==> src/common/hpse_regs.svh <==
// Purpose: Named offsets, field positions, reset values and timing for the slot block.
// Assumes: One logical slot register, 32 bits wide, on a byte-addressed plain port.
// Notes: Definitions only; the package holds the types.
`ifndef HPSE_REGS_SVH
`define HPSE_REGS_SVH

// Register map.
`define HPSE_ADDR_W 8
`define HPSE_SLOT_OFS 8'h00

// Field positions inside the slot register.
`define HPSE_EV_LSB 16
`define HPSE_EV_MSB 20
`define HPSE_MSK_LSB 24
`define HPSE_MSK_MSB 30
`define HPSE_EV_CPF 4
`define HPSE_EV_LAT 3
`define HPSE_EV_BTN 2
`define HPSE_EV_IPF 1
`define HPSE_EV_PRS 0
`define HPSE_IMSK_MSB 4
`define HPSE_SMSK_LSB 5
`define HPSE_SMSK_MSB 6

// Field positions inside the status half-word.
`define HPSE_ST_CAP_MSB 13
`define HPSE_ST_CAP_LSB 12
`define HPSE_ST_PRS_MSB 11
`define HPSE_ST_PRS_LSB 10
`define HPSE_ST_M66 9
`define HPSE_ST_LAT 8
`define HPSE_ST_BTN 7
`define HPSE_ST_FLT 6
`define HPSE_ST_ATT_MSB 5
`define HPSE_ST_ATT_LSB 4
`define HPSE_ST_PWR_MSB 3
`define HPSE_ST_PWR_LSB 2
`define HPSE_ST_SS_MSB 1
`define HPSE_ST_SS_LSB 0

// Reserved fields, which always read zero.
`define HPSE_RSV_ST_MSB 15
`define HPSE_RSV_ST_LSB 14
`define HPSE_RSV_EV_MSB 23
`define HPSE_RSV_EV_LSB 21
`define HPSE_RSV_TOP 31

// Debounce vector layout: presence pair, latch sensor, button.
`define HPSE_DB_BTN 0
`define HPSE_DB_LAT 1
`define HPSE_DB_PRS_LSB 2
`define HPSE_DB_PRS_MSB 3
`define HPSE_DB_W 4

// Reset values.
`define HPSE_EV_RST 5'h00
`define HPSE_MSK_RST 7'h7F
`define HPSE_DB_RST 4'hC
`define HPSE_WORD_RST 32'h0000_0000
`define HPSE_CAP_EMPTY 2'h0

// Timing: clock period and least settle time of a debounced input.
`define HPSE_CLK_NS 5
`define HPSE_DEB_NS 1000
`define HPSE_DEB_CYC ((`HPSE_DEB_NS + `HPSE_CLK_NS - 1) / `HPSE_CLK_NS)
`define HPSE_CNT_W 8

`endif

==> src/common/hpse_pkg.sv <==
// Purpose: Types shared by the slot status and event logic.
// Assumes: Codes as reported in the slot status field.
// Notes: Nothing is imported; users write hpse_pkg::name.
package hpse_pkg;

   // Slot state code.
   typedef enum logic [1:0] {
      HPSE_SS_RSVD = 2'b00,
      HPSE_SS_POWERED = 2'b01,
      HPSE_SS_ENABLED = 2'b10,
      HPSE_SS_DISABLED = 2'b11
   } hpse_slot_state_t;

   // Indicator code, shared by the power and attention indicators.
   typedef enum logic [1:0] {
      HPSE_IND_RSVD = 2'b00,
      HPSE_IND_ON = 2'b01,
      HPSE_IND_BLINK = 2'b10,
      HPSE_IND_OFF = 2'b11
   } hpse_ind_t;

   // Presence pair code.
   typedef enum logic [1:0] {
      HPSE_PRS_7W5 = 2'b00,
      HPSE_PRS_25W = 2'b01,
      HPSE_PRS_15W = 2'b10,
      HPSE_PRS_EMPTY = 2'b11
   } hpse_prs_t;

   // Debounce vector and event vector.
   typedef logic [3:0] hpse_db_vec_t;
   typedef logic [4:0] hpse_ev_vec_t;

endpackage

==> src/common/hpse_db_if.sv <==
// Purpose: Carries raw slot sensor levels to the debouncer and settled levels back.
// Assumes: Single clock domain.
// Notes: Vector layout follows the debounce positions in the register header.
`timescale 1ns/1ps
interface hpse_db_if;
   hpse_pkg::hpse_db_vec_t raw;
   hpse_pkg::hpse_db_vec_t clean;
   modport user (output raw, input clean);
   modport filt (input raw, output clean);
endinterface

==> src/design/hpse_debounce.sv <==
// Purpose: Synchronises and debounces the button, latch sensor and presence inputs.
// Assumes: Raw inputs may bounce; a level counts once it holds for the settle time.
// Notes: The first sync stage feeds only the second.
`timescale 1ns/1ps
`include "hpse_regs.svh"
module hpse_debounce (
   // Clock and reset.
   input wire logic clk_i,
   input wire logic sys_rst_i,
   // Sensor levels.
   hpse_db_if.filt db
);

   hpse_pkg::hpse_db_vec_t sy1_q;
   hpse_pkg::hpse_db_vec_t sy2_q;
   hpse_pkg::hpse_db_vec_t clean_q;
   logic [`HPSE_CNT_W-1:0] cnt_q [`HPSE_DB_W];

   // Two-stage synchroniser.
   always_ff @(posedge clk_i) begin
      if (sys_rst_i) begin
         sy1_q <= `HPSE_DB_RST;
         sy2_q <= `HPSE_DB_RST;
      end else begin
         sy1_q <= db.raw;
         sy2_q <= sy1_q;
      end
   end

   // A bit follows its input only after the input held steady for the settle time.
   always_ff @(posedge clk_i) begin
      if (sys_rst_i) begin
         clean_q <= `HPSE_DB_RST;
         for (int i = 0; i < `HPSE_DB_W; i++) begin
            cnt_q[i] <= '0;
         end
      end else begin
         for (int i = 0; i < `HPSE_DB_W; i++) begin
            if (sy2_q[i] == clean_q[i]) begin
               cnt_q[i] <= '0;
            end else if (cnt_q[i] == `HPSE_CNT_W'(`HPSE_DEB_CYC - 1)) begin
               clean_q[i] <= sy2_q[i];
               cnt_q[i] <= '0;
            end else begin
               cnt_q[i] <= cnt_q[i] + `HPSE_CNT_W'(1);
            end
         end
      end
   end

   assign db.clean = clean_q;

endmodule

==> src/design/hpse_slot.sv <==
// Purpose: Status, event latch and mask logic of one hot-plug slot register.
// Assumes: Sensor and power controller inputs are synchronous to clk_i.
// Notes: Events are sticky and write-one-to-clear; a new event beats a clear.
`timescale 1ns/1ps
`include "hpse_regs.svh"
// Contract
// Bits 13:12 report card bus capability, valid while the slot is occupied.
// Bits 11:10 show the debounced presence pin pair, always valid.
// Bit 9 captures 66 MHz capability when the slot powers up or enables.
// Bit 8 shows the debounced latch sensor, one when open.
// Bit 7 shows the debounced attention button, one while pressed.
// Bit 6 mirrors the power controller fault latch.
// Bits 5:4 report the attention indicator state, read only.
// Attention indicator uses the power indicator encoding.
// Bits 3:2 report the power indicator state.
// Bits 1:0 report the slot state.
// Event bit 20 sets on a connected power fault.
// Event bit 19 sets on any latch sensor status change.
// Event bit 18 sets only when the button status rises.
// Event bit 17 sets on an isolated power fault.
// Event bit 16 sets when either presence status bit changes.
// Events reset to zero, hold, clear on writing one; reserved bits read zero.
// Button, latch and presence inputs are synchronised and debounced first.
// Error pending rises for an unmasked latched error event, drops when cleared.
// Masks gate only interrupt and error outputs, never event latching.
module hpse_slot (
   // Clock and reset.
   input wire logic clk_i,
   input wire logic sys_rst_i,
   // Register port.
   input wire logic [`HPSE_ADDR_W-1:0] reg_addr_i,
   input wire logic [31:0] reg_wdata_i,
   input wire logic reg_wr_i,
   input wire logic reg_rd_i,
   output logic [31:0] reg_rdata_o,
   // Slot sensors.
   input wire logic attention_button_i,
   input wire logic retention_latch_sensor_i,
   input wire logic presence_pin_one_n_i,
   input wire logic presence_pin_two_n_i,
   input wire logic [1:0] card_bus_capability_i,
   input wire logic card_66mhz_capable_i,
   // Power controller.
   input wire logic power_fault_state_i,
   input wire logic connected_power_fault_i,
   input wire logic isolated_power_fault_i,
   input wire logic [1:0] attention_indicator_state_i,
   input wire logic [1:0] power_indicator_state_i,
   input wire logic [1:0] slot_state_i,
   // Interrupt and error.
   output logic irq_o,
   output logic slot_error_pending_o
);

   hpse_db_if dbi ();

   hpse_pkg::hpse_db_vec_t prev_q;
   hpse_pkg::hpse_ev_vec_t ev_q;
   hpse_pkg::hpse_ev_vec_t ev_d;
   hpse_pkg::hpse_ev_vec_t ev_set;
   hpse_pkg::hpse_ev_vec_t ev_clr;
   logic [6:0] msk_q;
   logic m66_q;
   logic [1:0] cap_q;
   logic pf_q;
   hpse_pkg::hpse_ind_t ai_q;
   hpse_pkg::hpse_ind_t pi_q;
   hpse_pkg::hpse_slot_state_t ss_q;
   logic [31:0] rdata_q;
   logic irq_q;
   logic err_q;
   logic hit;
   logic on_now;
   logic on_before;
   logic m66_cap;
   logic [1:0] prs;
   logic [15:0] status;

   // True when a slot state code means powered or enabled.
   function automatic logic is_live(input logic [1:0] code);
      return code == hpse_pkg::HPSE_SS_POWERED || code == hpse_pkg::HPSE_SS_ENABLED;
   endfunction

   // Raw sensor vector: presence pair, latch sensor, button.
   assign dbi.raw = {presence_pin_two_n_i, presence_pin_one_n_i,
                     retention_latch_sensor_i, attention_button_i};

   hpse_debounce u_deb (
      .clk_i(clk_i),
      .sys_rst_i(sys_rst_i),
      .db(dbi)
   );

   // Address decode and current presence.
   assign hit = reg_addr_i == `HPSE_SLOT_OFS;
   assign prs = dbi.clean[`HPSE_DB_PRS_MSB:`HPSE_DB_PRS_LSB];
   assign on_now = is_live(slot_state_i);
   assign on_before = is_live(ss_q);
   assign m66_cap = on_now && !on_before;

   // Previous settled levels, used for edge and change detection.
   always_ff @(posedge clk_i) begin
      if (sys_rst_i) begin
         prev_q <= `HPSE_DB_RST;
      end else begin
         prev_q <= dbi.clean;
      end
   end

   // Slot state, indicators and power fault sampled from the controller.
   always_ff @(posedge clk_i) begin
      if (sys_rst_i) begin
         ss_q <= hpse_pkg::HPSE_SS_DISABLED;
         ai_q <= hpse_pkg::HPSE_IND_OFF;
         pi_q <= hpse_pkg::HPSE_IND_OFF;
         pf_q <= 1'b0;
         cap_q <= 2'b00;
      end else begin
         ss_q <= hpse_pkg::hpse_slot_state_t'(slot_state_i);
         ai_q <= hpse_pkg::hpse_ind_t'(attention_indicator_state_i);
         pi_q <= hpse_pkg::hpse_ind_t'(power_indicator_state_i);
         pf_q <= power_fault_state_i;
         cap_q <= card_bus_capability_i;
      end
   end

   // 66 MHz capability is latched as the slot enters a powered or enabled state.
   always_ff @(posedge clk_i) begin
      if (sys_rst_i) begin
         m66_q <= 1'b0;
      end else if (m66_cap) begin
         m66_q <= card_66mhz_capable_i;
      end
   end

   // Event sources; none of them looks at a mask.
   always_comb begin
      ev_set = `HPSE_EV_RST;
      ev_set[`HPSE_EV_CPF] = connected_power_fault_i;
      ev_set[`HPSE_EV_LAT] = dbi.clean[`HPSE_DB_LAT] != prev_q[`HPSE_DB_LAT];
      ev_set[`HPSE_EV_BTN] = dbi.clean[`HPSE_DB_BTN] && !prev_q[`HPSE_DB_BTN];
      ev_set[`HPSE_EV_IPF] = isolated_power_fault_i;
      ev_set[`HPSE_EV_PRS] = prs != prev_q[`HPSE_DB_PRS_MSB:`HPSE_DB_PRS_LSB];
   end

   // Write-one-to-clear; a set in the same cycle wins over the clear.
   always_comb begin
      ev_clr = `HPSE_EV_RST;
      if (reg_wr_i && hit) begin
         ev_clr = reg_wdata_i[`HPSE_EV_MSB:`HPSE_EV_LSB];
      end
      ev_d = (ev_q & ~ev_clr) | ev_set;
   end

   // Event latch register.
   always_ff @(posedge clk_i) begin
      if (sys_rst_i) begin
         ev_q <= `HPSE_EV_RST;
      end else begin
         ev_q <= ev_d;
      end
   end

   // Seven-bit mask field: interrupt masks in the low five bits, error masks above.
   always_ff @(posedge clk_i) begin
      if (sys_rst_i) begin
         msk_q <= `HPSE_MSK_RST;
      end else if (reg_wr_i && hit) begin
         msk_q <= reg_wdata_i[`HPSE_MSK_MSB:`HPSE_MSK_LSB];
      end
   end

   // Status field as read by software.
   always_comb begin
      status = '0;
      status[`HPSE_ST_CAP_MSB:`HPSE_ST_CAP_LSB] = cap_q;
      if (prs == hpse_pkg::HPSE_PRS_EMPTY) begin
         status[`HPSE_ST_CAP_MSB:`HPSE_ST_CAP_LSB] = `HPSE_CAP_EMPTY;
      end
      status[`HPSE_ST_PRS_MSB:`HPSE_ST_PRS_LSB] = prs;
      status[`HPSE_ST_M66] = m66_q;
      status[`HPSE_ST_LAT] = dbi.clean[`HPSE_DB_LAT];
      status[`HPSE_ST_BTN] = dbi.clean[`HPSE_DB_BTN];
      status[`HPSE_ST_FLT] = pf_q;
      status[`HPSE_ST_ATT_MSB:`HPSE_ST_ATT_LSB] = ai_q;
      status[`HPSE_ST_PWR_MSB:`HPSE_ST_PWR_LSB] = pi_q;
      status[`HPSE_ST_SS_MSB:`HPSE_ST_SS_LSB] = ss_q;
   end

   // Read data stand only in the cycle after the read strobe.
   always_ff @(posedge clk_i) begin
      if (sys_rst_i) begin
         rdata_q <= `HPSE_WORD_RST;
      end else if (reg_rd_i && hit) begin
         rdata_q <= {1'b0, msk_q, 3'b000, ev_q, status};
      end else begin
         rdata_q <= `HPSE_WORD_RST;
      end
   end

   // Interrupt and error outputs, one cycle behind the latch.
   always_ff @(posedge clk_i) begin
      if (sys_rst_i) begin
         irq_q <= 1'b0;
         err_q <= 1'b0;
      end else begin
         irq_q <= |(ev_q & ~msk_q[`HPSE_IMSK_MSB:0]);
         err_q <= |(ev_q[`HPSE_EV_CPF:`HPSE_EV_LAT]
                    & ~msk_q[`HPSE_SMSK_MSB:`HPSE_SMSK_LSB]);
      end
   end

   assign reg_rdata_o = rdata_q;
   assign irq_o = irq_q;
   assign slot_error_pending_o = err_q;
endmodule

==> config.mk <==
export PLATFORM = sky130hd
export DESIGN_NAME = hpse_slot
export DESIGN_NICKNAME = d
export VERILOG_FILES = /design/src/common/hpse_pkg.sv /design/src/common/hpse_db_if.sv /design/src/design/hpse_debounce.sv /design/src/design/hpse_slot.sv
export VERILOG_INCLUDE_DIRS = /design/src /design/src/common
export SDC_FILE = /design/constraint.sdc
export NUM_CORES = 1
export LEC_CHECK = 0
export BUFFER_PORTS_ARGS = -buffer_cell sky130_fd_sc_hd__buf_2
export CORE_MARGIN = 2
export CORE_UTILIZATION = 45
export CTS_CLUSTER_DIAMETER = 60
export DETAILED_ROUTE_END_ITERATION = 8
export PLACE_DENSITY = 0.69
export SETUP_SLACK_MARGIN = 0.15
export SLEW_MARGIN = 20
export SYNTH_ARGS = -nofsm -noshare
export SYNTH_HDL_FRONTEND = slang
export SYNTH_HIERARCHICAL = 1
export SYNTH_SLANG_ARGS = --single-unit
==> constraint.sdc <==
create_clock -name clk_i -period 2.9 [get_ports clk_i]
set_input_delay 0.145 -clock clk_i [delete_from_list [all_inputs] [get_ports clk_i]]
set_output_delay 0.145 -clock clk_i [all_outputs]
set_load 0.05 [all_outputs]
== After elaboration in Yosys (flattened, before gate mapping) ==
Memory sizes are Yosys's and may differ from the RTL's.
Index checks and enable logic that the tools add are counted.
Word-level totals
  register bits: 72
  bits in writable memories: 32
  input bits: 60
  logic and storage cells: 140
  memories kept: 1
Memories
  u_deb.cnt_q: words 4, bits a word 8, rd ports 4, clocked after memory_dff 0, write ports 4, line hpse_debounce.sv:17  | logic [`HPSE_CNT_W-1:0] cnt_q [`HPSE_DB_W];
Cells by class
  add/sub/neg operators: 4
  equality and inequality tests: 15
  multiplexer cells: 59
  bitwise gates (word level): 24
  reduce and logical (&&, ||, !) cells: 17
Operator list (number)
  8-bit 2-to-1 mux: 12
  1-bit 2-to-1 mux: 46
  8-bit by 1-bit adder with 8-bit output (second input constant): 4
  8-bit equality test (second input constant): 4
  1-bit OR: 12
  5-bit AND: 2
  5-bit inverter: 2
  8-bit zero test: 1
  2-bit AND reduction: 4
  2-bit equality test (second input constant): 3
  5-bit 2-to-1 mux: 1
  1-bit inverter: 5
  5-bit OR: 1
  5-bit OR reduction: 1
  1-bit equality test: 4
  2-bit by 1-bit equality test with 1-bit output (second input constant): 2
  1-bit logical AND: 4
  2-bit OR reduction: 2
  3-bit OR reduction: 1
  2-bit AND: 1
  1-bit zero test: 2
  1-bit logical OR: 2
  2-bit != test: 1
  2-bit inverter: 1
  1-bit != test: 1

== Depth between registers and ports, before layout ==
Gate-level depths: netlist (run 1).
An unclocked memory read counts as a cell.
  depth after elaboration: 8
  gate-level depth with buffers: 5
  depth with buffers taken out: 4

== Cells and area by module ==
The synthesis (run 1) kept the hierarchy.
By module, submodules not included
  hpse_debounce: times used 1, cells each 187, area an instance 2100.8 sq um
  hpse_slot: times used 1, cells each 164, area an instance 1811.7 sq um

== Worst setup path before layout (run 1) ==
OpenSTA, ideal clock, no wires.
  path kind: reg2reg
  from: mem u_deb/cnt_q[0][0] (netlist bit)
  to: mem u_deb/cnt_q[0][1] (netlist bit), data pin
  setup time: 0.160 ns
  arrival: 1.313 ns
  data required time: 2.740 ns
  setup slack: 1.427 ns
  cell stages (with the launch flop): 6
  clock period less this slack: 1.473 ns
  path through: edfxtp_1 > ha_1 > and4b_1 > and2_1 > clkbuf_1 > nor3b_1
RTL lines (line)
  start, declared: hpse_debounce.sv:17

==> results.md, run 1 <==
* Status: completed
* Syn_area_per_cell at 11.1 µm²
* WP data required at 3.00 ns
* Share of layout cells above drive strength 1 at 0.259
* Vias at 2812
* Met2 WL at 3.18 mm
* CTS tree: done
* Number of port buffers at 67
* Yosys Warn Count at 6
* Final wirelength at 6.96 mm
* Finished Layout Cells at 583
* Inserted Diodes at 0
* CTS resizes at 0
* Clock sink count at 98
* VDD IR max at 209 µV
* GPL Wtd Cong at 0.799
* Root Driver: clkbuf_8
* Cell count after synthesis at 351
* Beginning of the critical path: u_deb/cnt_q[2][4]
* Max-slew violations at 0
* Seq cells post-synth at 98
* LEAKAGE at 2.02 nW
* Grt ovf at 0
* Final setup violation count at 0
* Post-CTS Hold Buffers at 17
* Sequential area share after synthesis at 0.583
* Drt drc at 0
* Wire length on met3 at 398 µm
* Slowest stage delay, CP at 0.58 ns
* Worst EP arrival at 1.67 ns
* Max layer used: met4
* Total track usage at 0.153
* Vias in the first global route at 2572
* Hold Vio Cnt, Final at 0
* Die area at 9460 µm²
* CP max-delay cell: or4b_4
* Final Cycle Share at 0.544
* Main synth FF type: dfxtp_1
* WL per Instance at 11.9 µm
* Die X at 97.2 µm
* RSZ-0062 raised after global routing: no
* CTS HTree Levels at 3
* Rows at 34
* Post-Syn Area at 3910 µm²
* NumNets Final at 534
* Skew-Pair Late Insertion Delay at 0.35 ns
* Commonest non-fill, non-tap cells in the layout: buf_2, dfxtp_1, conb_1, edfxtp_1, o21ai_0
* Initial DRC count at 90
* Hold WC Path Type: input pin to flop
* Placeable core area at 8590 µm²
* Final Critical Period at 1.58 ns
* Die Span Y at 97.2 µm
* Initial DRT Pass Iterations at 4
* Layout Skew at 0.0134 ns
* Crit Path Category: flop to flop
* Area growth syn-to-layout at 22.4%
* Starting Density at 0.455
* Post-synth EDFFs at 32
* Reg2reg start: u_deb/cnt_q[2][4]
* Critical Path Source Type: flop
* First-pass GRT wire length at 11.8 mm
* Cts bufs inserted at 9
* IO Pins at 94
* Hold wc startpoint: card_66mhz_capable_i
* Clock transition at the registers of the reported paths at 0.09 ns
* Critical path fanouts, max at 6
* Fmax at 0.633 GHz
* Pin count of the biggest net entering global routing at 25
* Crit. End Element: flop
* Dpl hpwl at 4.87 mm
* Antenna viol nets, final at 0
* Post-CTS Repair Setup Buffers at 0
* Worst setup margin at 1.32 ns
* Cell variety after synth at 41
* Via-per-instance ratio at 4.82
* Number of max-cap violations at 0
* Total negative setup slack at 0 ns
* Initial antenna violation count at 0
* P per Cell Area at 504 nW/µm²
* Wl on met1 at 3.35 mm
* CTS Buffer Depth at 2
* Crit path cell chain: or4b_4 > nor2_4 > nor3b_1
* Worst slack, placed at 1.23 ns
* Final Util at 0.557
* Ys async rst share at 0
* Placed Instances at 550
* Commonest non-fill, non-tap cell in the layout: buf_2
[power by group]
group / switching [W] / leakage, nW / internal, W
clock network: 0.000457 / 0.0938 / 0.000336
logic: 0.0000747 / 1.06 / 0.0000670
registers: 0.0000262 / 0.867 / 0.00145
[critical path, delay by kind of cell (launching register included)]
| family | cells | cell delay, ns |
|---|---|---|
| simple gates | 3 | 0.86 |
| flops | 1 | 0.47 |
[stage by stage]
step                hold WS, ns  total power, W  area (µm²)
CTS                      0.0255         0.00245        4790
global placement          0.328         0.00163        4440
finish                   0.0432         0.00241        4790
global route             0.0366         0.00252        4790
floorplan                 0.249         0.00159        4050
detailed placement        0.329         0.00163        4440
[cells by family (layout without fill, tap and decap cells)]
logic type / after synthesis / count (layout) / synth area share
compound gates: 55 / 55 / 0.0963
other cells: 2 / 38 / 0.00192
fa+ha+maj: 4 / 4 / 0.0128
buf+inv: 30 / 118 / 0.0406
xor+xnor: 21 / 21 / 0.0470
flops: 98 / 98 / 0.583
simple gates: 141 / 141 / 0.218
[area by class of cell]
cell class              instances  area, µm²
clock buffers                  10        138
clock inverters                 6       37.5
fillers                       790       3810
inverters                      14       52.6
multi-input cells             259       1610
flip-flops and latches         98       2280
well taps                     108        135
repair buffers                 88        536
[synthesized netlist by cell type, drive strengths merged (5+ instances only)]
| cell type | instances | area [µm²] |
|---|---|---|
| inv | 14 | 52.6 |
| and2 | 26 | 179 |
| or3 | 12 | 75.1 |
| clkbuf | 6 | 22.5 |
| nand2b | 6 | 37.5 |
| nand3 | 17 | 85.1 |
| a41oi | 7 | 61.3 |
| o21ai | 20 | 100 |
| dfxtp | 66 | 1320 |
| nand2 | 13 | 48.8 |
| nor2 | 14 | 60.1 |
| xor2 | 16 | 140 |
| nor3 | 10 | 55.1 |
| edfxtp | 32 | 961 |
| nor2b | 10 | 62.6 |
| or2 | 13 | 81.3 |
| a211oi | 13 | 97.6 |
| buf | 10 | 83.8 |
| nor3b | 6 | 45.0 |
| xnor2 | 5 | 43.8 |
[final timing paths]
kind | cells after the start | slack, ns | endpoint
setup / recovery | 3 | 1.32 | u_deb/cnt_q[2][1]
hold / removal | 3 | 0.04 | m66_q
setup reg to reg | 3 | 1.32 | u_deb/cnt_q[2][1]
hold reg to reg | 1 | 0.42 | u_deb/sy2_q[2]
[layer usage]
| layer | vias to the layer above | global-route usage |
|---|---|---|
| met5 | - | 0 |
| met4 | 0 | 0.0705 |
| met3 | 2 | 0.0367 |
| met2 | 75 | 0.232 |
| met1 | 1290 | 0.208 |
| li1 | 1445 | - |
[registers in the layout, summed over array words and instances, names as in the netlist, 2 cells and up]
register and cells:
u_deb/sy2_q 4, ss_q 2, reg_rdata_o 26, ev_q 5
cap_q 2, u_deb/sy1_q 4, pi_q 2, msk_q 7
u_deb/db.clean 4, prev_q 4, ai_q 2, u_deb/cnt_q 32
(Power assumes the default switching activity.)
==> run 2: changes to the inputs <==
- ABC_AREA: not set -> 1
- PLACE_DENSITY: 0.69 -> 0.71
- clock period: 2.9 -> 1.43 ns (I/O delays scaled with it)
==> run 2 against run 1 <==
Effect of this change:
- clock-buffer cell count stayed put
- die area is 7.6% higher
- utilization is 5.0 points higher
- clock power is 120% higher
==> results.md, run 2 <==
* Status: completed
* Syn_area_per_cell at 8.23 µm² (-26%)
* Die Span Y at 101 µm (+3.7%)
* Root Driver: clkbuf_8
* P per Cell Area at 924 nW/µm² (+83%)
* Buffers & Inverters on Critical Path at 2 (+2)
* IO Pins at 94 (unchanged)
* RSZ-0062 raised after global routing: yes
* Clock transition at the registers of the reported paths at 0.10 ns (about the same)
* Slowest stage delay, CP at 0.36 ns (-0.22 ns)
* Commonest non-fill, non-tap cells in the layout: nand2_1, inv_1, nor2_1, buf_2, dfxtp_1
* Dpl hpwl at 6.03 mm (+24%)
* Pin count of the biggest net entering global routing at 23 (-8.0%)
* Final setup violation count at 0 (unchanged)
* Top reg by flops: u_deb/cnt_q
* Placeable core area at 9150 µm² (+6.5%)
* Crit. End Element: flop
* CTS tree: done
* Hold Vio Cnt, Final at 0 (unchanged)
* Hold WC Path Type: input pin to flop
* Area growth syn-to-layout at 31.6%
* Inserted Diodes at 0 (unchanged)
* Share of layout cells above drive strength 1 at 0.285 (+0.0259)
* Antenna viol nets, final at 0 (unchanged)
* Layout Skew at 0.0137 ns (+0.000325 ns)
* WL per Instance at 11.6 µm (-3.0%)
* Final Util at 0.607 (+0.0499)
* Die X at 101 µm (+3.7%)
* Cell variety after synth at 34 (-17%)
* Vias in the first global route at 3430 (+33%)
* Total negative setup slack at 0 ns (unchanged)
* Total track usage at 0.177 (+0.0244)
* Max-slew violations at 0 (unchanged)
* WP data required at 1.55 ns (-1.45 ns)
* Cell count after synthesis at 513 (+46%)
* Register area at 2280 µm² (unchanged)
* Final Critical Period at 1.30 ns (-0.277 ns)
* Post-Syn Area at 4220 µm² (+7.9%)
* CP max-delay cell: edfxtp_1
* CTS Buffer Depth at 2 (unchanged)
* Number of max-cap violations at 0 (unchanged)
* Rows at 35 (+2.9%)
* Number of flip-flops in the largest register at 32 (unchanged)
* Synth top area cells: dfxtp_1, edfxtp_1, nand2_1
* Worst slack, placed at 0.0383 ns (-1.19 ns)
* GPL Wtd Cong at 0.838 (+4.9%)
* Initial DRT Pass Iterations at 5 (+1)
* Vias at 3650 (+30%)
* FF-to-FF setup slack at 0.13 ns (-1.19 ns)
* Skew-Pair Late Insertion Delay at 0.36 ns (about the same)
* Fillers at 760 (-3.8%)
* Fmax at 0.768 GHz (+21%)
* LEAKAGE at 2.77 nW (+37%)
* Clock sink count at 98 (unchanged)
* Drt drc at 0 (unchanged)
* Via-per-instance ratio at 4.65 (-3.6%)
* Ys async rst share at 0 (unchanged)
* Critical Path Source Type: flop
* NumNets Final at 733 (+37%)
* CTS HTree Levels at 3 (unchanged)
* Main synth FF type: dfxtp_1
* Crit path cell chain: ha_2 > nand2_2 > inv_2 > nand2_2 > nor2_2 > nor2_1 > nand2_1 > inv_1
* Area of the multi-input gates at 1760 µm² (+9.7%)
* Yosys Warn Count at 6 (unchanged)
* Seq cells post-synth at 98 (unchanged)
* Cts bufs inserted at 9 (unchanged)
* Most frequent cell after synthesis: nand2_1
* Worst setup margin at 0.128 ns (-1.19 ns)
* Critical path fanouts, max at 3 (-3)
* Initial antenna violation count at 0 (unchanged)
* Number of port buffers at 67 (unchanged)
* Starting Density at 0.461 (+0.00608)
* Share of the synthesized area in the top cell type at 0.313 (-0.0248)
* Initial DRC count at 125 (+39%)
* Sequential area share after synthesis at 0.540 (-0.0429)
* Post-synth EDFFs at 32 (unchanged)
* First-pass GRT wire length at 14.4 mm (+22%)
* Final wirelength at 9.09 mm (+31%)
* Commonest non-fill, non-tap cell in the layout: nand2_1
* Die area at 10200 µm² (+7.6%)
* Cell mode on critical path: nand2_2
* Yosys top cell by area: dfxtp_1
* Top post-synthesis cells by count: nand2_1, inv_1, nor2_1
* Worst EP arrival at 1.42 ns (-0.25 ns)
* Grt ovf at 0 (unchanged)
* VDD IR max at 512 µV (+140%)
* WHS at 0.0168 ns (-0.0264 ns)
* Final Cycle Share at 0.910 (+0.366)
* Crit Path Category: flop to flop
* CP top delay family: flip-flops
## run 2: report_power, final
part / switching (W) / internal, W / leakage [nW]
logic: 0.000232 / 0.000188 / 1.80
registers: 0.0000574 / 0.00294 / 0.868
clock network: 0.00104 / 0.000675 / 0.0949
total: 0.00133 / 0.00380 / 2.77
## run 2: cell families after synthesis
logic type	count (synthesis)	synth area share
buffers and inverters	109	0.113
AOI/OAI and AO/OA	38	0.0560
xor gates and xnor gates	6	0.0124
and+or+nand+nor	256	0.265
other	2	0.00178
adders and majority gates	4	0.0119
DFF	98	0.540
## run 2: final timing paths
kind,from,cells after the start,endpoint
max reg2reg,u_deb/cnt_q[2][1],8,u_deb/cnt_q[2][5]
max,u_deb/cnt_q[2][1],8,u_deb/cnt_q[2][5]
min reg2reg,u_deb/sy1_q[0],2,u_deb/sy2_q[0]
min,reg_wdata_i[18],4,ev_q[2]
## run 2: tightest hold or removal path, delay by kind of cell
| kind | cells | cell delay, ns |
|---|---|---|
| compound gates | 2 | 0.13 |
| buf+inv | 2 | 0.14 |
## run 2: final cells by class
class	count	share of cell area
multi-input cells	342	0.317
clock buffers	10	0.0230
well taps	111	0.0250
flip-flops and latches	98	0.411
repair buffers	122	0.147
inverters	96	0.0664
clock inverters	6	0.0104
## run 2: through the flow
| step | power (W) | instances | area (µm²) |
|---|---|---|---|
| final | 0.00513 | 785 | 5560 |
| after global routing | 0.00533 | 785 | 5560 |
| after CTS | 0.00511 | 771 | 5320 |
| after detailed placement | 0.00336 | 720 | 4760 |
| after global placement | 0.00335 | 720 | 4760 |
| after floorplan | 0.00327 | 549 | 4360 |
## run 2: what timing repair did
action                                  CTS  global route
endpoints found under the setup margin   27            30
hold endpoints to repair                 24             0
pin swaps                                12            21
resized for setup                        19            44
setup buffers                            10            14
hold buffers                             25             0
## run 2: per-layer routing
metal  vias to the layer above  GRT usage  share of wire
met5                         -          0              0
met4                         0     0.0674          0.014
met3                        11     0.0340          0.052
met2                       109      0.325           0.52
met1                      1668      0.203           0.41
li1                       1862          -              -
